File: src/uib_pkg.sv
// package for the uart event and bit-rate control block
// assumes a 32-bit register port on core_clk with byte offsets as listed
package uib_pkg;
  localparam logic [11:0] EVENT_STATUS_OFFSET = 12'h000;
  localparam logic [11:0] EVENT_MASK_OFFSET = 12'h004;
  localparam logic [11:0] EVENT_CLEAR_OFFSET = 12'h008;
  localparam logic [11:0] BIT_RATE_DIVISORS_OFFSET = 12'h00c;
  localparam int EVENT_COUNT = 13;
  localparam logic [12:0] EVENT_MASK_RESET = 13'h1fff;
  localparam logic [31:0] BIT_RATE_DIVISORS_RESET = 32'h0000_0000;
  localparam int RTS_LEVEL_BIT = 12;
  localparam int CTS_LEVEL_BIT = 11;
  localparam logic [12:0] LATCHED_BITS = 13'h07ff;
  localparam int RX_DIV_LSB = 16;
  localparam int TX_DIV_LSB = 0;
  localparam int DIV_WIDTH = 16;
  localparam logic [15:0] DIV_MIN = 16'h0010;

  typedef struct packed {
    logic rx_push_error;
    logic parity_error;
    logic frame_error;
    logic bus_pop_error;
    logic bus_push_error;
    logic receive_full_event;
    logic receive_threshold_event;
    logic receive_nonempty_event;
    logic transmit_nonfull_event;
    logic transmit_space_event;
    logic transmit_empty_event;
  } uib_events_type;

  typedef struct packed {
    logic sel;
    logic write;
    logic [11:0] addr;
    logic [31:0] wdata;
  } uib_reg_req_type;
endpackage

File: src/uib_rate_div.sv
// divider that makes a one-cycle rate pulse from the reference clock
// assumes the divisor comes from a register in the same clock domain
`timescale 1ns/1ps
module uib_rate_div #(
  parameter int WIDTH = 16
) (
  input wire logic core_clk,
  input wire logic reset_n,
  input wire logic [WIDTH-1:0] divisor,
  output logic tick
);
  logic [WIDTH-1:0] count_reg;

  // refused at elaboration: a one-bit counter cannot hold a useful divisor
  if (WIDTH < 2) begin : g_width_check
    $error("uib_rate_div: WIDTH too small");
  end

  // zero divisor (reset value) holds the divider idle
  always_ff @(posedge core_clk or negedge reset_n) begin
    if (!reset_n) begin
      count_reg <= '0;
      tick <= 1'b0;
    end else if (divisor == '0) begin
      count_reg <= '0;
      tick <= 1'b0;
    end else if (count_reg >= divisor - 1'b1) begin
      count_reg <= '0;
      tick <= 1'b1;
    end else begin
      count_reg <= count_reg + 1'b1;
      tick <= 1'b0;
    end
  end
endmodule

File: src/uib_event_ctrl.sv
// uart event status, mask, clear and bit-rate divisor registers
// assumes event inputs are one-cycle pulses or levels on core_clk, modem lines async
//
// What this block does
// - all thirteen raw events are readable unmasked at the status offset.
// - the interrupt output is high when any raw event is set and not masked.
// - each event has a mask bit at its own position, one masks and zero passes.
// - all thirteen mask bits reset to one and bits 31 to 13 are reserved.
// - writing one to a clear bit resets that latched event; the clear register is write-only.
// - the receive rate is the reference clock divided by divisor bits 31 to 16.
// - the transmit rate is the reference clock divided by divisor bits 15 to 0.
// - receive error events set on parity error, missing stop bit and receive push error.
// - fifo flag events in bits 5 to 0 set on their fifo conditions.
`timescale 1ns/1ps
module uib_event_ctrl (
  input wire logic core_clk,
  input wire logic reset_n,
  input wire uib_pkg::uib_reg_req_type reg_req,
  output logic [31:0] reg_rdata,
  output logic reg_ack,
  input wire uib_pkg::uib_events_type event_set,
  input wire logic rts_line,
  input wire logic cts_line,
  output logic irq_out,
  output logic rx_rate_tick,
  output logic tx_rate_tick,
  output logic [15:0] rx_divisor,
  output logic [15:0] tx_divisor,
  output logic divisor_invalid
);
  logic [10:0] latched_reg;
  logic [12:0] mask_reg;
  logic [31:0] divisors_reg;
  logic [1:0] rts_sync_reg;
  logic [1:0] cts_sync_reg;
  logic [12:0] status;
  logic [10:0] clear_bits;
  logic wr_clear;
  logic rx_tick;
  logic tx_tick;

  // modem lines are asynchronous: two flops before use
  always_ff @(posedge core_clk or negedge reset_n) begin
    if (!reset_n) begin
      rts_sync_reg <= 2'h0;
      cts_sync_reg <= 2'h0;
    end else begin
      rts_sync_reg <= {rts_sync_reg[0], rts_line};
      cts_sync_reg <= {cts_sync_reg[0], cts_line};
    end
  end

  assign wr_clear = reg_req.sel && reg_req.write &&
                    reg_req.addr == uib_pkg::EVENT_CLEAR_OFFSET;
  assign clear_bits = wr_clear ? reg_req.wdata[10:0] : 11'h000;
  // modem bits come from the synchronised lines; writes there are dropped
  assign status = {rts_sync_reg[1], cts_sync_reg[1], latched_reg};

  // set wins over a clear in the same cycle
  always_ff @(posedge core_clk or negedge reset_n) begin
    if (!reset_n) begin
      latched_reg <= 11'h000;
    end else begin
      latched_reg <= (latched_reg & ~clear_bits) | event_set;
    end
  end

  always_ff @(posedge core_clk or negedge reset_n) begin
    if (!reset_n) begin
      mask_reg <= uib_pkg::EVENT_MASK_RESET;
    end else if (reg_req.sel && reg_req.write &&
                 reg_req.addr == uib_pkg::EVENT_MASK_OFFSET) begin
      mask_reg <= reg_req.wdata[12:0];
    end
  end

  always_ff @(posedge core_clk or negedge reset_n) begin
    if (!reset_n) begin
      divisors_reg <= uib_pkg::BIT_RATE_DIVISORS_RESET;
    end else if (reg_req.sel && reg_req.write &&
                 reg_req.addr == uib_pkg::BIT_RATE_DIVISORS_OFFSET) begin
      divisors_reg <= reg_req.wdata;
    end
  end

  always_ff @(posedge core_clk or negedge reset_n) begin
    if (!reset_n) begin
      irq_out <= 1'b0;
    end else begin
      irq_out <= |(status & ~mask_reg);
    end
  end

  // read port: one-cycle ack, unmapped and write-only offsets read zero
  always_ff @(posedge core_clk or negedge reset_n) begin
    if (!reset_n) begin
      reg_rdata <= 32'h0000_0000;
      reg_ack <= 1'b0;
    end else begin
      reg_ack <= reg_req.sel;
      if (reg_req.sel && !reg_req.write) begin
        unique case (reg_req.addr)
          uib_pkg::EVENT_STATUS_OFFSET: reg_rdata <= {19'h0_0000, status};
          uib_pkg::EVENT_MASK_OFFSET: reg_rdata <= {19'h0_0000, mask_reg};
          uib_pkg::BIT_RATE_DIVISORS_OFFSET: reg_rdata <= divisors_reg;
          default: reg_rdata <= 32'h0000_0000;
        endcase
      end else begin
        reg_rdata <= 32'h0000_0000;
      end
    end
  end

  uib_rate_div #(.WIDTH(uib_pkg::DIV_WIDTH)) u_rx_div (
    .core_clk(core_clk),
    .reset_n(reset_n),
    .divisor(divisors_reg[31:16]),
    .tick(rx_tick)
  );

  uib_rate_div #(.WIDTH(uib_pkg::DIV_WIDTH)) u_tx_div (
    .core_clk(core_clk),
    .reset_n(reset_n),
    .divisor(divisors_reg[15:0]),
    .tick(tx_tick)
  );

  // flags divisor settings below sixteen; infrared equality is left to software
  always_ff @(posedge core_clk or negedge reset_n) begin
    if (!reset_n) begin
      rx_rate_tick <= 1'b0;
      tx_rate_tick <= 1'b0;
      rx_divisor <= 16'h0000;
      tx_divisor <= 16'h0000;
      divisor_invalid <= 1'b1;
    end else begin
      rx_rate_tick <= rx_tick;
      tx_rate_tick <= tx_tick;
      rx_divisor <= divisors_reg[31:16];
      tx_divisor <= divisors_reg[15:0];
      divisor_invalid <= divisors_reg[31:16] < uib_pkg::DIV_MIN ||
                         divisors_reg[15:0] < uib_pkg::DIV_MIN;
    end
  end

  chk_irq_follows_unmasked: assert property (
    @(posedge core_clk) disable iff (!reset_n)
    ##1 irq_out == |($past(status) & ~$past(mask_reg)))
    else $error("irq output does not match unmasked status");
  chk_mask_reset_value: assert property (
    @(posedge core_clk) $rose(reset_n) |-> mask_reg == 13'h1fff)
    else $error("mask reset value wrong");
  chk_event_sets_latch: assert property (
    @(posedge core_clk) disable iff (!reset_n)
    event_set.parity_error |=> latched_reg[9])
    else $error("parity event not latched");
  chk_fifo_flag_sets: assert property (
    @(posedge core_clk) disable iff (!reset_n)
    event_set.transmit_empty_event |=> status[0])
    else $error("transmit empty event not latched");
  chk_latch_holds: assert property (
    @(posedge core_clk) disable iff (!reset_n)
    latched_reg[3] && !clear_bits[3] |=> latched_reg[3])
    else $error("latched event lost without clear");
  chk_clear_one_works: assert property (
    @(posedge core_clk) disable iff (!reset_n)
    clear_bits[8] && !event_set.frame_error |=> !latched_reg[8])
    else $error("clear did not reset event");
  chk_modem_level_track: assert property (
    @(posedge core_clk) disable iff (!reset_n)
    rts_line ##1 rts_line |=> status[12])
    else $error("rts level not reflected");
  chk_status_read_raw: assert property (
    @(posedge core_clk) disable iff (!reset_n)
    reg_req.sel && !reg_req.write && reg_req.addr == 12'h000
    |=> reg_rdata[12:0] == $past(status) && reg_ack)
    else $error("status read wrong");
  chk_rx_divider_period: assert property (
    @(posedge core_clk) disable iff (!reset_n)
    rx_tick && $stable(divisors_reg) && divisors_reg[31:16] == 16'h0010
    |=> !rx_tick [*8] ##0 1)
    else $error("receive divider fires early");
  chk_tx_idle_zero: assert property (
    @(posedge core_clk) disable iff (!reset_n)
    divisors_reg[15:0] == 16'h0000 ##1 divisors_reg[15:0] == 16'h0000 |-> !tx_tick)
    else $error("transmit divider runs at zero");
  chk_rx_idle_zero: assert property (
    @(posedge core_clk) disable iff (!reset_n)
    divisors_reg[31:16] == 16'h0000 ##1 divisors_reg[31:16] == 16'h0000 |-> !rx_tick)
    else $error("receive divider runs at zero");
  chk_tx_divider_period: assert property (
    @(posedge core_clk) disable iff (!reset_n)
    tx_tick && $stable(divisors_reg) && divisors_reg[15:0] == 16'h0015
    |=> !tx_tick [*8])
    else $error("transmit divider fires early");
  chk_mask_write_lands: assert property (
    @(posedge core_clk) disable iff (!reset_n)
    reg_req.sel && reg_req.write && reg_req.addr == uib_pkg::EVENT_MASK_OFFSET
    |=> mask_reg == $past(reg_req.wdata[12:0]))
    else $error("mask write not stored");
  chk_irq_quiet_masked: assert property (
    @(posedge core_clk) disable iff (!reset_n)
    mask_reg == uib_pkg::EVENT_MASK_RESET |=> !irq_out)
    else $error("irq raised while all sources masked");
  chk_cts_level_track: assert property (
    @(posedge core_clk) disable iff (!reset_n)
    cts_line ##1 cts_line |=> status[11])
    else $error("cts level not reflected");
  chk_rts_low_track: assert property (
    @(posedge core_clk) disable iff (!reset_n)
    !rts_line ##1 !rts_line |=> !status[12])
    else $error("rts low level not reflected");
  chk_invalid_below_min: assert property (
    @(posedge core_clk) disable iff (!reset_n)
    divisors_reg[15:0] < uib_pkg::DIV_MIN |=> divisor_invalid)
    else $error("short transmit divisor not flagged");

  cov_irq_raised: cover property (@(posedge core_clk) disable iff (!reset_n) $rose(irq_out));
  cov_clear_write: cover property (@(posedge core_clk) disable iff (!reset_n) wr_clear);
  cov_rx_tick: cover property (@(posedge core_clk) disable iff (!reset_n) rx_tick);
  cov_set_and_clear: cover property (@(posedge core_clk) disable iff (!reset_n)
    clear_bits[0] && event_set.transmit_empty_event);
endmodule

File: config.mk
export PLATFORM = sky130hd
export DESIGN_NAME = uib_event_ctrl
export DESIGN_NICKNAME = d
export VERILOG_FILES = /design/src/uib_pkg.sv /design/src/uib_rate_div.sv /design/src/uib_event_ctrl.sv
export SDC_FILE = /design/constraint.sdc
export NUM_CORES = 1
export LEC_CHECK = 0
export BUFFER_PORTS_ARGS = -buffer_cell sky130_fd_sc_hd__buf_4
export CAP_MARGIN = 20
export CORE_MARGIN = 5
export CORE_UTILIZATION = 30
export DETAILED_ROUTE_END_ITERATION = 10
export PLACE_DENSITY = 0.52
export SYNTH_ARGS = -nofsm -noshare
export SYNTH_HDL_FRONTEND = slang
export SYNTH_SLANG_ARGS = --single-unit
File: constraint.sdc
create_clock -name core_clk -period 3.3 [get_ports core_clk]
set_clock_uncertainty 0.1 [all_clocks]
set_input_delay 0 -clock core_clk [delete_from_list [all_inputs] [get_ports core_clk]]
set_output_delay 0 -clock core_clk [all_outputs]
set_load 0.02 [all_outputs]
==> results by group, run 1 <==
Global routing
  – Antenna violations before repair: 1
  – Total grt overflow: 0
  – Global-route wire length before repair: 31.4 mm
  – Total GRT Usage: 13.8%
  – Vias in the first global route: around 5800
  – Pin count of the biggest net entering global routing: 71

Routing
  – Iteration-0 DRC Markers: 323
  – Vias: approximately 5500
  – Routed Antenna Nets: 0
  – First-pass DRT Iterations: 5
  – Vias per cell: 4.67
  – DR DRC count: 0
  – Routed WL: 19.3 mm
  – Post-DR wirelength/cell: 16.3 microns

Pwr
  – P_int: 3.24 mW
  – Gate power share: under 10%
  – Worst ir drop on vdd: 0.257 mV
  – Sequential share of power: 48.2%
  – Power density cells: around 400 nW/um^2
  – Sw power: 0.923 mW
  – Pleak: 4.94 nW
  – Clk pwr share: 46.7%
  – Switching Fraction: 22.1%

Synthesis
  – Number of enable flip-flop cells after synthesis: 0
  – Post-synth top flop: dfrtp_1
  – Yosys warning total: 0
  – Netlist area before placement: roughly 7500 sq um
  – Seq/Total Area, Yosys: between 50% and 60%
  – Mean Syn Cell Area: 11.9 sq um
  – Post-synth net total: 724
  – Synth unique cells: 54
  – Synthesis-stage register bit count: 163
  – Syn Inst Count: 627
  – Async SR Flop Fraction: 100%

Worst setup path
  – CP endpoint kind: flip-flop
  – Crit path max fanout: 17
  – Critical path type: reg2reg
  – Worst reg2reg path depth: 10
  – Crit path required time: roughly 3500 ps
  – Crit start category: flip-flop
  – Worst Path Arrival: around 3400 ps

Timing
  – Post-layout min period: 3230 ps
  – RSZ-0062 raised after global routing: yes
  – Tcrit/Tclk final: 97.8%
  – Slew @ Worst Pin: 689 ps
  – Final Hold Fails: 0
  – Fmax: between 300 and 400 MHz
  – Slew Limit Fails: 0
  – Rel. slew slack: between 50 and 60%
  – Endpoints failing setup: 0

Floorplanning
  – # IOs: 130
  – Die Wd: 168 microns
  – Die ar.: 28200 sq um
  – Die Height: around 170 microns
  – Total core area: ~24000 sq um
  – Initial core utilization: 30.6%
  – Rows: 57

Cells and area
  – Layout Nets: 944
  – Layout Cells excl Fill: 1185
  – Commonest non-fill, non-tap cells in the layout: buf_4, dfrtp_1, dlygate4sd3_1, ha_1
  – P&R area growth vs syn: 39.0%
  – Most common cell after layout, fill and taps aside: buf_4
  – Filler cell count: 2297
  – Post-layout util: 42.5%
  – Layout cells sized above 1: 35.7%

Clocking
  – # H-tree levels: 4
  – Maximum clock insertion buffer count: 2
  – Clock slew at reported path FFs: 60 ps
  – CTS tree: built
  – Num CTS Buffers: 17
  – # clock sinks: 163
  – Root Buffer: clkbuf_16
  – Worst skew pair latency: 420 ps

Run status
  – Status: finished, final reports clean

Placement
  – HPWL Detailed: approximately 14 mm
  – Port bufs: roughly 130
  – Placer Congestion: 0.813
  – Placed cells: 1092

Worst hold path
  – Worst hold-check path type: in2async

Run
  – Max_cap viols: 0
[per-stage QoR]
stage	setup TNS [ps]	hold slack (ps)	setup slack [ps]	instance area (sq um)	power (mW)
after floorplan	0	-396	14.1	7510	2.09
after global placement	-23.8	-70.7	-12.4	9050	2.21
after detailed placement	-493	-68.6	-58.3	9050	2.21
after CTS	-45.3	47.6	-20.1	10300	4.22
after global routing	-759	101	-62.0	10400	4.33
final	0	40.3	72.7	10400	4.17
[layer usage]
layer / up-vias / track usage, % / part of all wire (%)
met1: 2683 / 19.5 / 49
met5: - / 0 / 0
li1: 2706 / - / -
met4: 0 / 3.88 / 1.4
met3: 17 / 3.24 / 4.4
met2: 126 / 21.4 / 46
[worst paths after layout]
kind,from,endpoint,slack [ps]
setup / recovery,divisors_reg[17],u_rx_div.tick,70
hold / removal,reset_n,reg_rdata[29],40
setup reg to reg,divisors_reg[17],u_rx_div.tick,70
hold reg to reg,cts_sync_reg[0],cts_sync_reg[1],250
max in group asynchronous,reset_n,u_rx_div.count_reg[12],2210
min in group core_clk,cts_line,cts_sync_reg[0],120
[Yosys cell counts (all sizes together), types with 2 or more instances]
cell,instances,share of area [%]
dfstp,14,4.9
a21oi,18,1.2
or3,4,0.33
inv,23,1.2
nor2,27,1.4
nor3,48,3.2
xnor2,33,3.9
clkbuf,14,0.72
and2,20,1.7
and4,3,0.35
nor3b,2,0.20
a222oi,13,1.7
and3,5,0.42
o21ai,11,0.74
o22ai,4,0.33
or4,9,1.0
nand2,19,0.95
or2,15,1.3
a21o,3,0.30
nor4,17,1.6
nand4,13,1.1
xor2,18,2.1
mux2,45,7.3
nand2b,2,0.17
nand3,20,1.3
or4b,2,0.27
nand4b,4,0.47
ha,36,6.0
nor2b,2,0.17
buf,11,1.4
o21a,2,0.20
or3b,2,0.23
dfrtp,149,50
a211oi,5,0.50
nand3b,2,0.20
[power by group through the flow]
stage          Clock, mW  Sequential [mW]  Combinational (mW)
6_report            1.95             2.01               0.211
5_1_grt             2.08             2.01               0.235
4_1_cts             2.00             2.01               0.210
3_5_place_dp           0             2.05               0.164
3_3_place_gp           0             2.05               0.164
2_1_floorplan          0             2.05              0.0378
[critical path: stages (launching register included)]
cell     delay (ps)
dfrtp_1         400
or4_4           540
or4_4           470
nor2_1          160
xnor2_1         140
ha_1            280
a21oi_1         160
o21ai_0         110
a221o_1         410
buf_12          180
o21a_1          170
[what timing repair did]
item                                    in CTS  in global routing
cloned                                       0                  1
gates resized for setup                     10                 23
setup buffers                                0                  1
pin swaps                                    4                  6
hold endpoints to repair                   132                  0
endpoints found under the setup margin      17                 34
hold buffers                                58                  0
[logic make-up (layout without fill, tap and decap cells)]
kind of cell / count (synthesis) / in the layout / synth area share (%)
flip-flops: 163 / 163 / 54.7
XOR/XNOR: 51 / 51 / 5.97
AO/OA/AOI/OAI: 66 / 66 / 6.18
AND/OR/NAND/NOR: 218 / 218 / 16.5
multiplexers: 45 / 45 / 7.27
buffers and inverters: 48 / 281 / 3.31
adder cells (fa/ha/maj): 36 / 36 / 6.02
other: 0 / 1 / 0
[final cells by class]
type | instances | area (sq um) | area share, %
clock inverter | 10 | 98.8 | 0.950
antenna | 1 | 2.50 | 0.0240
multi-input combinational | 416 | 3320 | 31.9
timing repair buffer | 226 | 1910 | 18.4
inverter | 23 | 86.3 | 0.830
sequential | 163 | 4100 | 39.4
tap | 324 | 405 | 3.90
clock buffer | 22 | 484 | 4.65
No activity file was read; power rests on OpenSTA's default activity.
==> run 2, diff against run 1 <==
==> constraint.sdc (replaced) <==
create_clock -name core_clk -period 2.81 [get_ports core_clk]
set_clock_uncertainty 0.1 [all_clocks]
set_input_delay 0 -clock core_clk [delete_from_list [all_inputs] [get_ports core_clk]]
set_output_delay 0 -clock core_clk [all_outputs]
set_load 0.02 [all_outputs]
==> run 2 against run 1 <==
  * The flow now finishes with violations (negative setup slack)
  * Design area grew 6.6%
  * Power grew 29%
  * Non-clock buffer count grew 45
  * Combinational power grew 24%
  * Sequential share of layout area shrank 2.4 points
  * Die area is the same
  * Clock-buffer cell count shrank 1
  * Cell count grew 3.7%
  * Critical path type unchanged
  * Critical endpoint is now u_rx_div.count_reg[7]
  * Highest routed layer unchanged
==> results by group, run 2 (synthesis gave the netlist of run 1 again) <==
Floorplanning
  – # IOs: 130 (unchanged)
  – Total core area: 24500 sq um (unchanged)
  – Die ar.: 28200 sq um (unchanged)
  – Die Height: 168 microns (unchanged)
  – Rows: 57 (unchanged)
  – Initial core utilization: 30.6% (unchanged)
  – Die Wd: 168 microns (unchanged)

Timing
  – Fmax: 310 MHz (about the same)
  – Post-layout min period: 3230 ps (-0.330 ps)
  – RSZ-0062 raised after global routing: yes
  – Hold_ws: 32.9 ps (-7.39 ps)
  – Slew Limit Fails: 0 (unchanged)
  – Tcrit/Tclk final: 115% (+17 points)
  – Final Hold Fails: 0 (unchanged)
  – Setup ws final: -417 ps (-490 ps)
  – Rel. slew slack: 60.1% (+6.2 points)
  – Endpoints failing setup: 34 (+34)
  – Slew @ Worst Pin: 599 ps (-89.8 ps)

Pwr
  – Sequential share of power: 44.0% (-4.2 points)
  – Worst ir drop on vdd: 0.367 mV (+43%)
  – P_int: 4.24 mW (+31%)
  – Gate power share: 4.9% (-0.2 points)
  – Switching Fraction: 20.8% (-1.3 points)
  – Pleak: 5.26 nW (+6.5%)
  – Clk pwr share: 51.1% (+4.4 points)
  – Sw power: 1.12 mW (+21%)
  – Power density cells: 483 nW/um^2 (+21%)
  – Final Power: 5.36 mW (+29%)

Run
  – Max_cap viols: 0 (unchanged)

Routing
  – Iteration-0 DRC Markers: 324 (+0.31%)
  – First-pass DRT Iterations: 5 (unchanged)
  – Routed WL: 20.6 mm (+6.6%)
  – Vias: 5832 (+5.4%)
  – Routed Antenna Nets: 0 (unchanged)
  – Vias per cell: 4.75 (+1.6%)
  – Post-DR wirelength/cell: 16.8 microns (+2.8%)
  – DR DRC count: 0 (unchanged)

Clocking
  – # H-tree levels: 4 (unchanged)
  – # clock sinks: 163 (unchanged)
  – Worst skew pair latency: 430 ps (about the same)
  – Clock slew at reported path FFs: 70 ps (about the same)
  – Root Buffer: clkbuf_16
  – CTS tree: built
  – Maximum clock insertion buffer count: 2 (unchanged)
  – Num CTS Buffers: 17 (unchanged)

Cells and area
  – P&R area growth vs syn: 48.2%
  – Post-layout util: 45.3% (+2.8 points)
  – Multi-input gate area: 3520 sq um (+6.1%)
  – Post-route cell area: 11100 sq um (+6.6%)
  – Register area: 4100 sq um (unchanged)
  – Layout cells sized above 1: 42.1% (+6.4 points)
  – Most common cell after layout, fill and taps aside: buf_4
  – Filler cell count: 2244 (-2.3%)
  – Layout Nets: 989 (+4.8%)
  – Antenna diode count: 0 (-1)
  – Commonest non-fill, non-tap cells in the layout: buf_4, dfrtp_1, dlygate4sd3_1, ha_1, xnor2_1

Worst setup path
  – Reg2reg start: divisors_reg[16]
  – Worst-path cell chain: inv_2 > ha_4 > or3b_4 > or4_4 > nor3_4 > xnor2_1 > ha_1 > and4_1 > a221o_1 > buf_12 > nor3_2
  – Reg2reg end: u_rx_div.count_reg[7]
  – Crit start category: flip-flop
  – Critical path type: reg2reg
  – Buf/Inv on CP: 2 (+1)
  – Stages on worst setup path: 11 (+1)
  – Worst path slowest cell: or4_4
  – CP endpoint kind: flip-flop
  – R2R Setup Slk: -420 ps (-490 ps)
  – Worst setup path end: u_rx_div.count_reg[7]
  – CP delay by family, top: simple AND/OR/NAND/NOR gates
  – Slowest stage delay, CP: 490 ps (-50 ps)
  – Worst Path Arrival: 3460 ps (+30 ps)
  – Crit path max fanout: 16 (-1)
  – Setup crit start: divisors_reg[16]
  – Crit path required time: 3050 ps (-460 ps)
  – Worst reg2reg path depth: 11 (+1)

Placement
  – Placement Cell Area: 9410 sq um (+3.9%)
  – Placer Congestion: 0.799 (-1.6%)
  – HPWL Detailed: 14.5 mm (+4.0%)
  – Port bufs: 129 (unchanged)

Global routing
  – Antenna violations before repair: 0 (-1)
  – Total grt overflow: 0 (unchanged)
  – Vias in the first global route: 6114 (+4.7%)
  – Total GRT Usage: 14.9% (+1.1 points)
  – Global-route wire length before repair: 33.4 mm (+6.4%)
  – Pin count of the biggest net entering global routing: 64 (-9.9%)

Run status
  – Failing checks: negative setup slack
  – Status: finished with violations

Worst hold path
  – Worst hold-check path type: in2async
==> run 2: cell types whose count changed in the layout (fill, tap and decap cells not counted), sizes merged <==
cell,delta
clkbuf,-2
bufinv,+5
clkinvlp,-1
buf,+45
diode,-1
dlygate4sd3,+1
clkinv,-2
inv,-1
==> run 2: layout make-up <==
type	instances	share of cell area (%)
clock inverter	11	2.01
tap	324	3.66
clock buffer	21	4.24
multi-input combinational	416	31.8
timing repair buffer	271	20.6
sequential	163	36.9
inverter	23	0.778
==> run 2: repair_timing <==
action / 4_1_cts / 5_1_grt
hold endpoints to repair: 196 / 0
resized for setup: 34 / 14
setup endpoints to repair: 34 / 34
hold buffers: 59 / 0
pin swaps: 25 / 17
setup buffers: 16 / 4
cloned: 2 / 0
==> run 2: layer usage <==
layer	track usage (%)	up-vias	part of all wire, %	routed length (microns)
li1	-	2793	-	-
met1	20.5	2891	47	9690
met2	23.8	131	47	9790
met3	3.24	17	4.1	856
met4	4.41	0	1.4	297
met5	0	-	0	0
==> run 2: per-stage QoR <==
stage | setup TNS [ps] | cells | setup slack, ps
floorplan | -5600 | 627 | -357
global placement | -9040 | 1117 | -380
detailed placement | -9400 | 1117 | -437
CTS | -9090 | 1226 | -405
global route | -14110 | 1229 | -546
finish | -9620 | 1229 | -417
==> run 2: power groups by stage <==
| stage | clock network [mW] | logic (mW) | registers, mW |
|---|---|---|---|
| after CTS | 2.79 | 0.263 | 2.36 |
| after floorplan | 0 | 0.0526 | 2.41 |
| final | 2.74 | 0.262 | 2.36 |
| after global routing | 2.89 | 0.291 | 2.36 |
| after detailed placement | 0 | 0.203 | 2.40 |
| after global placement | 0 | 0.203 | 2.40 |
==> run 2: worst min-delay path by stage <==
stage | from | endpoint | slack [ps] | cells past startpoint
floorplan | reset_n | cts_sync_reg[0] | -400 | 0
global placement | reset_n | divisors_reg[31] | -60 | 1
detailed placement | reset_n | divisors_reg[31] | -70 | 1
CTS | reg_req[35] | reg_rdata[9] | 20 | 5
global route | reg_req[35] | reg_rdata[9] | 80 | 5
finish | reset_n | divisors_reg[31] | 30 | 2
==> run 3, diff against run 2 <==
--- a/config.mk
+++ b/config.mk
@@ -7,10 +7,12 @@
 export LEC_CHECK = 0
 export BUFFER_PORTS_ARGS = -buffer_cell sky130_fd_sc_hd__buf_4
 export CAP_MARGIN = 20
+export CELL_PAD_IN_SITES_DETAIL_PLACEMENT = 1
+export CELL_PAD_IN_SITES_GLOBAL_PLACEMENT = 2
 export CORE_MARGIN = 5
-export CORE_UTILIZATION = 30
+export CORE_UTILIZATION = 34
 export DETAILED_ROUTE_END_ITERATION = 10
-export PLACE_DENSITY = 0.52
+export PLACE_DENSITY = 0.79
 export SYNTH_ARGS = -nofsm -noshare
 export SYNTH_HDL_FRONTEND = slang
 export SYNTH_SLANG_ARGS = --single-unit
==> run 3 against run 2 <==
  * The run still ends with negative setup slack left
  * Largest cell class unchanged
  * Combinational power increased by 3%
  * Via count is 2.6% higher
  * Highest routed layer unchanged
  * First-iteration DRC count shrank 19%
  * Worst setup slack lost 96 ps
  * Sequential share of layout area is 0.97 points higher
  * Clock power shrank 11%
  * Non-clock buffer count down 16
  * Register-to-register slack worse by 96 ps
  * Largest power group unchanged
  * Core utilization increased by 4.3 points
  * Clock-buffer cell count decreased by 4
  * Critical path type unchanged
==> results by group, run 3 (synthesis gave the netlist of run 1 again) <==
Worst setup path
  – Critical path type: reg2reg
  – Slowest stage delay, CP: 540 ps (+50 ps)
  – CP dominant cell by count: or4_4
  – Worst-path cell chain: or4_4 > or4_4 > nor4_4 > xnor2_1 > ha_1 > nand4_1 > buf_4 > nor4_2 > a21bo_2 > buf_12 > nor3_2
  – CP endpoint kind: flip-flop
  – Worst path slowest cell: or4_4
  – Crit path max fanout: 16 (unchanged)
  – Worst Path Arrival: 3540 ps (+80 ps)
  – Setup crit start: divisors_reg[16]
  – Crit start category: flip-flop
  – Crit path required time: 3030 ps (-20 ps)
  – Reg2reg start: divisors_reg[16]

Cells and area
  – Filler cell count: 2284 (+1.8%)
  – Layout cells sized above 1: 41.4% (-0.70 points)
  – Most common cell after layout, fill and taps aside: buf_4
  – P&R area growth vs syn: 44.4%
  – Commonest non-fill, non-tap cells in the layout: buf_4, dfrtp_1, dlygate4sd3_1, ha_1
  – Layout Nets: 973 (-1.6%)
  – Post-route cell area: 10800 sq um (-2.5%)
  – Post-layout util: 49.7% (+4.3 points)

Timing
  – Slew @ Worst Pin: 782 ps (+183 ps)
  – Post-layout min period: 3320 ps (+96.3 ps)
  – Rel. slew slack: 47.9% (-12 points)
  – Fmax: 301 MHz (-2.9%)
  – Slew Limit Fails: 0 (unchanged)
  – RSZ-0062 raised after global routing: yes
  – Final Hold Fails: 0 (unchanged)
  – Endpoints failing setup: 34 (unchanged)
  – Tcrit/Tclk final: 118% (+3.4 points)
  – Setup ws final: -513 ps (-96.3 ps)

Placement
  – Placer Congestion: 0.800 (about the same)
  – Placement Cell Area: 9320 sq um (-0.93%)
  – HPWL Detailed: 16.5 mm (+13%)
  – Port bufs: 129 (unchanged)

Routing
  – Vias: 5982 (+2.6%)
  – Routed WL: 23.5 mm (+14%)
  – Vias per cell: 5.11 (+7.7%)
  – Routed Antenna Nets: 0 (unchanged)
  – DR DRC count: 0 (unchanged)
  – Iteration-0 DRC Markers: 263 (-19%)
  – Post-DR wirelength/cell: 20.1 microns (+20%)
  – First-pass DRT Iterations: 5 (unchanged)

Pwr
  – Pleak: 5.16 nW (-2.0%)
  – Power density cells: 470 nW/um^2 (-2.8%)
  – Worst ir drop on vdd: 0.392 mV (+6.7%)
  – Final Power: 5.08 mW (-5.3%)

Worst hold path
  – Worst hold-check path type: in2async

Floorplanning
  – # IOs: 130 (unchanged)
  – Initial core utilization: 34.4% (+3.8 points)
  – Die Height: 158 microns (-5.7%)
  – Die ar.: 25100 sq um (-11%)
  – Die Wd: 158 microns (-5.7%)
  – Total core area: 21800 sq um (-11%)
  – Rows: 54 (-5.3%)

Run status
  – Status: finished with violations
  – Failing checks: negative setup slack

Clocking
  – Maximum clock insertion buffer count: 2 (unchanged)
  – Clock slew at reported path FFs: 70 ps (about the same)
  – Num CTS Buffers: 17 (unchanged)
  – # H-tree levels: 4 (unchanged)
  – Root Buffer: clkbuf_16
  – CTS tree: built
  – # clock sinks: 163 (unchanged)
  – Worst skew pair latency: 430 ps (about the same)

Run
  – Max_cap viols: 0 (unchanged)

Global routing
  – Antenna violations before repair: 0 (unchanged)
  – Vias in the first global route: 6817 (+11%)
  – Global-route wire length before repair: 37.7 mm (+13%)
  – Total GRT Usage: 19.4% (+4.5 points)
  – Pin count of the biggest net entering global routing: 81 (+27%)
  – Total grt overflow: 0 (unchanged)
run 3: cell count changes in the layout (fill, tap and decap cells not counted), sizes merged:
cell and delta:
diode +1, buf -16, dlygate4sd3 -1, bufinv -4
inv +8, clkbuf -3
run 3: power by group:
part / switching [mW] / leakage (nW) / internal, mW
sequential: 0.00576 / 2.15 / 2.35
combinational: 0.128 / 2.70 / 0.142
clock: 1.09 / 0.300 / 1.36
total: 1.23 / 5.16 / 3.85
run 3: timing repair:
item                                   4_1_cts  5_1_grt
buffers inserted                             8        3
pin swaps                                   24       10
endpoints found under the hold margin      136        0
cloned                                       1        1
resized for setup                           30       13
hold buffers                                58        0
setup endpoints to repair                   34       34
run 3: critical path, delay by kind of cell, from the launching register on:
kind | cells | cell delay (ps)
simple gates | 6 | 1650
fa+ha+maj | 1 | 350
compound gates | 1 | 220
buf+inv | 2 | 330
flops | 1 | 420
xor+xnor | 1 | 130
run 3: per-layer routing:
metal | GRT usage (%) | routed length, microns | up-vias
li1 | - | - | 2778
met1 | 24.4 | 9990 | 3037
met2 | 34.4 | 12400 | 141
met3 | 3.64 | 830 | 26
met4 | 5.08 | 326 | 0
met5 | 0 | 0 | -
run 3: path summary, 6_finish.rpt:
check	cells after the start	slack, ps	end
min in group core_clk	2	120	rts_sync_reg[0]
worst min-delay path	2	80	rx_rate_tick
worst min register to register	0	250	cts_sync_reg[1]
worst max-delay path	11	-510	u_rx_div.count_reg[7]
worst max register to register	11	-510	u_rx_div.count_reg[7]
max in group asynchronous	3	1680	mask_reg[10]
run 3: per-stage QoR:
step,hold slack [ps],instances,setup slack (ps),setup TNS [ps]
2_1_floorplan,-396,627,-357,-5600
3_3_place_gp,-13.5,1067,-405,-8090
3_5_place_dp,-8.90,1067,-542,-11770
4_1_cts,91.0,1166,-483,-11430
5_1_grt,109,1169,-655,-15930
6_report,76.3,1170,-513,-10760
run 3: area by class of cell:
class                      count  area, sq um  share of cell area, %
multi-input combinational    416         3500                   32.4
antenna                        1         2.50                 0.0232
tap                          280          350                   3.24
clock inverter                15          186                   1.72
inverter                      23         86.3                  0.799
sequential                   163         4100                   37.9
clock buffer                  17          425                   3.94
timing repair buffer         255         2160                   20.0
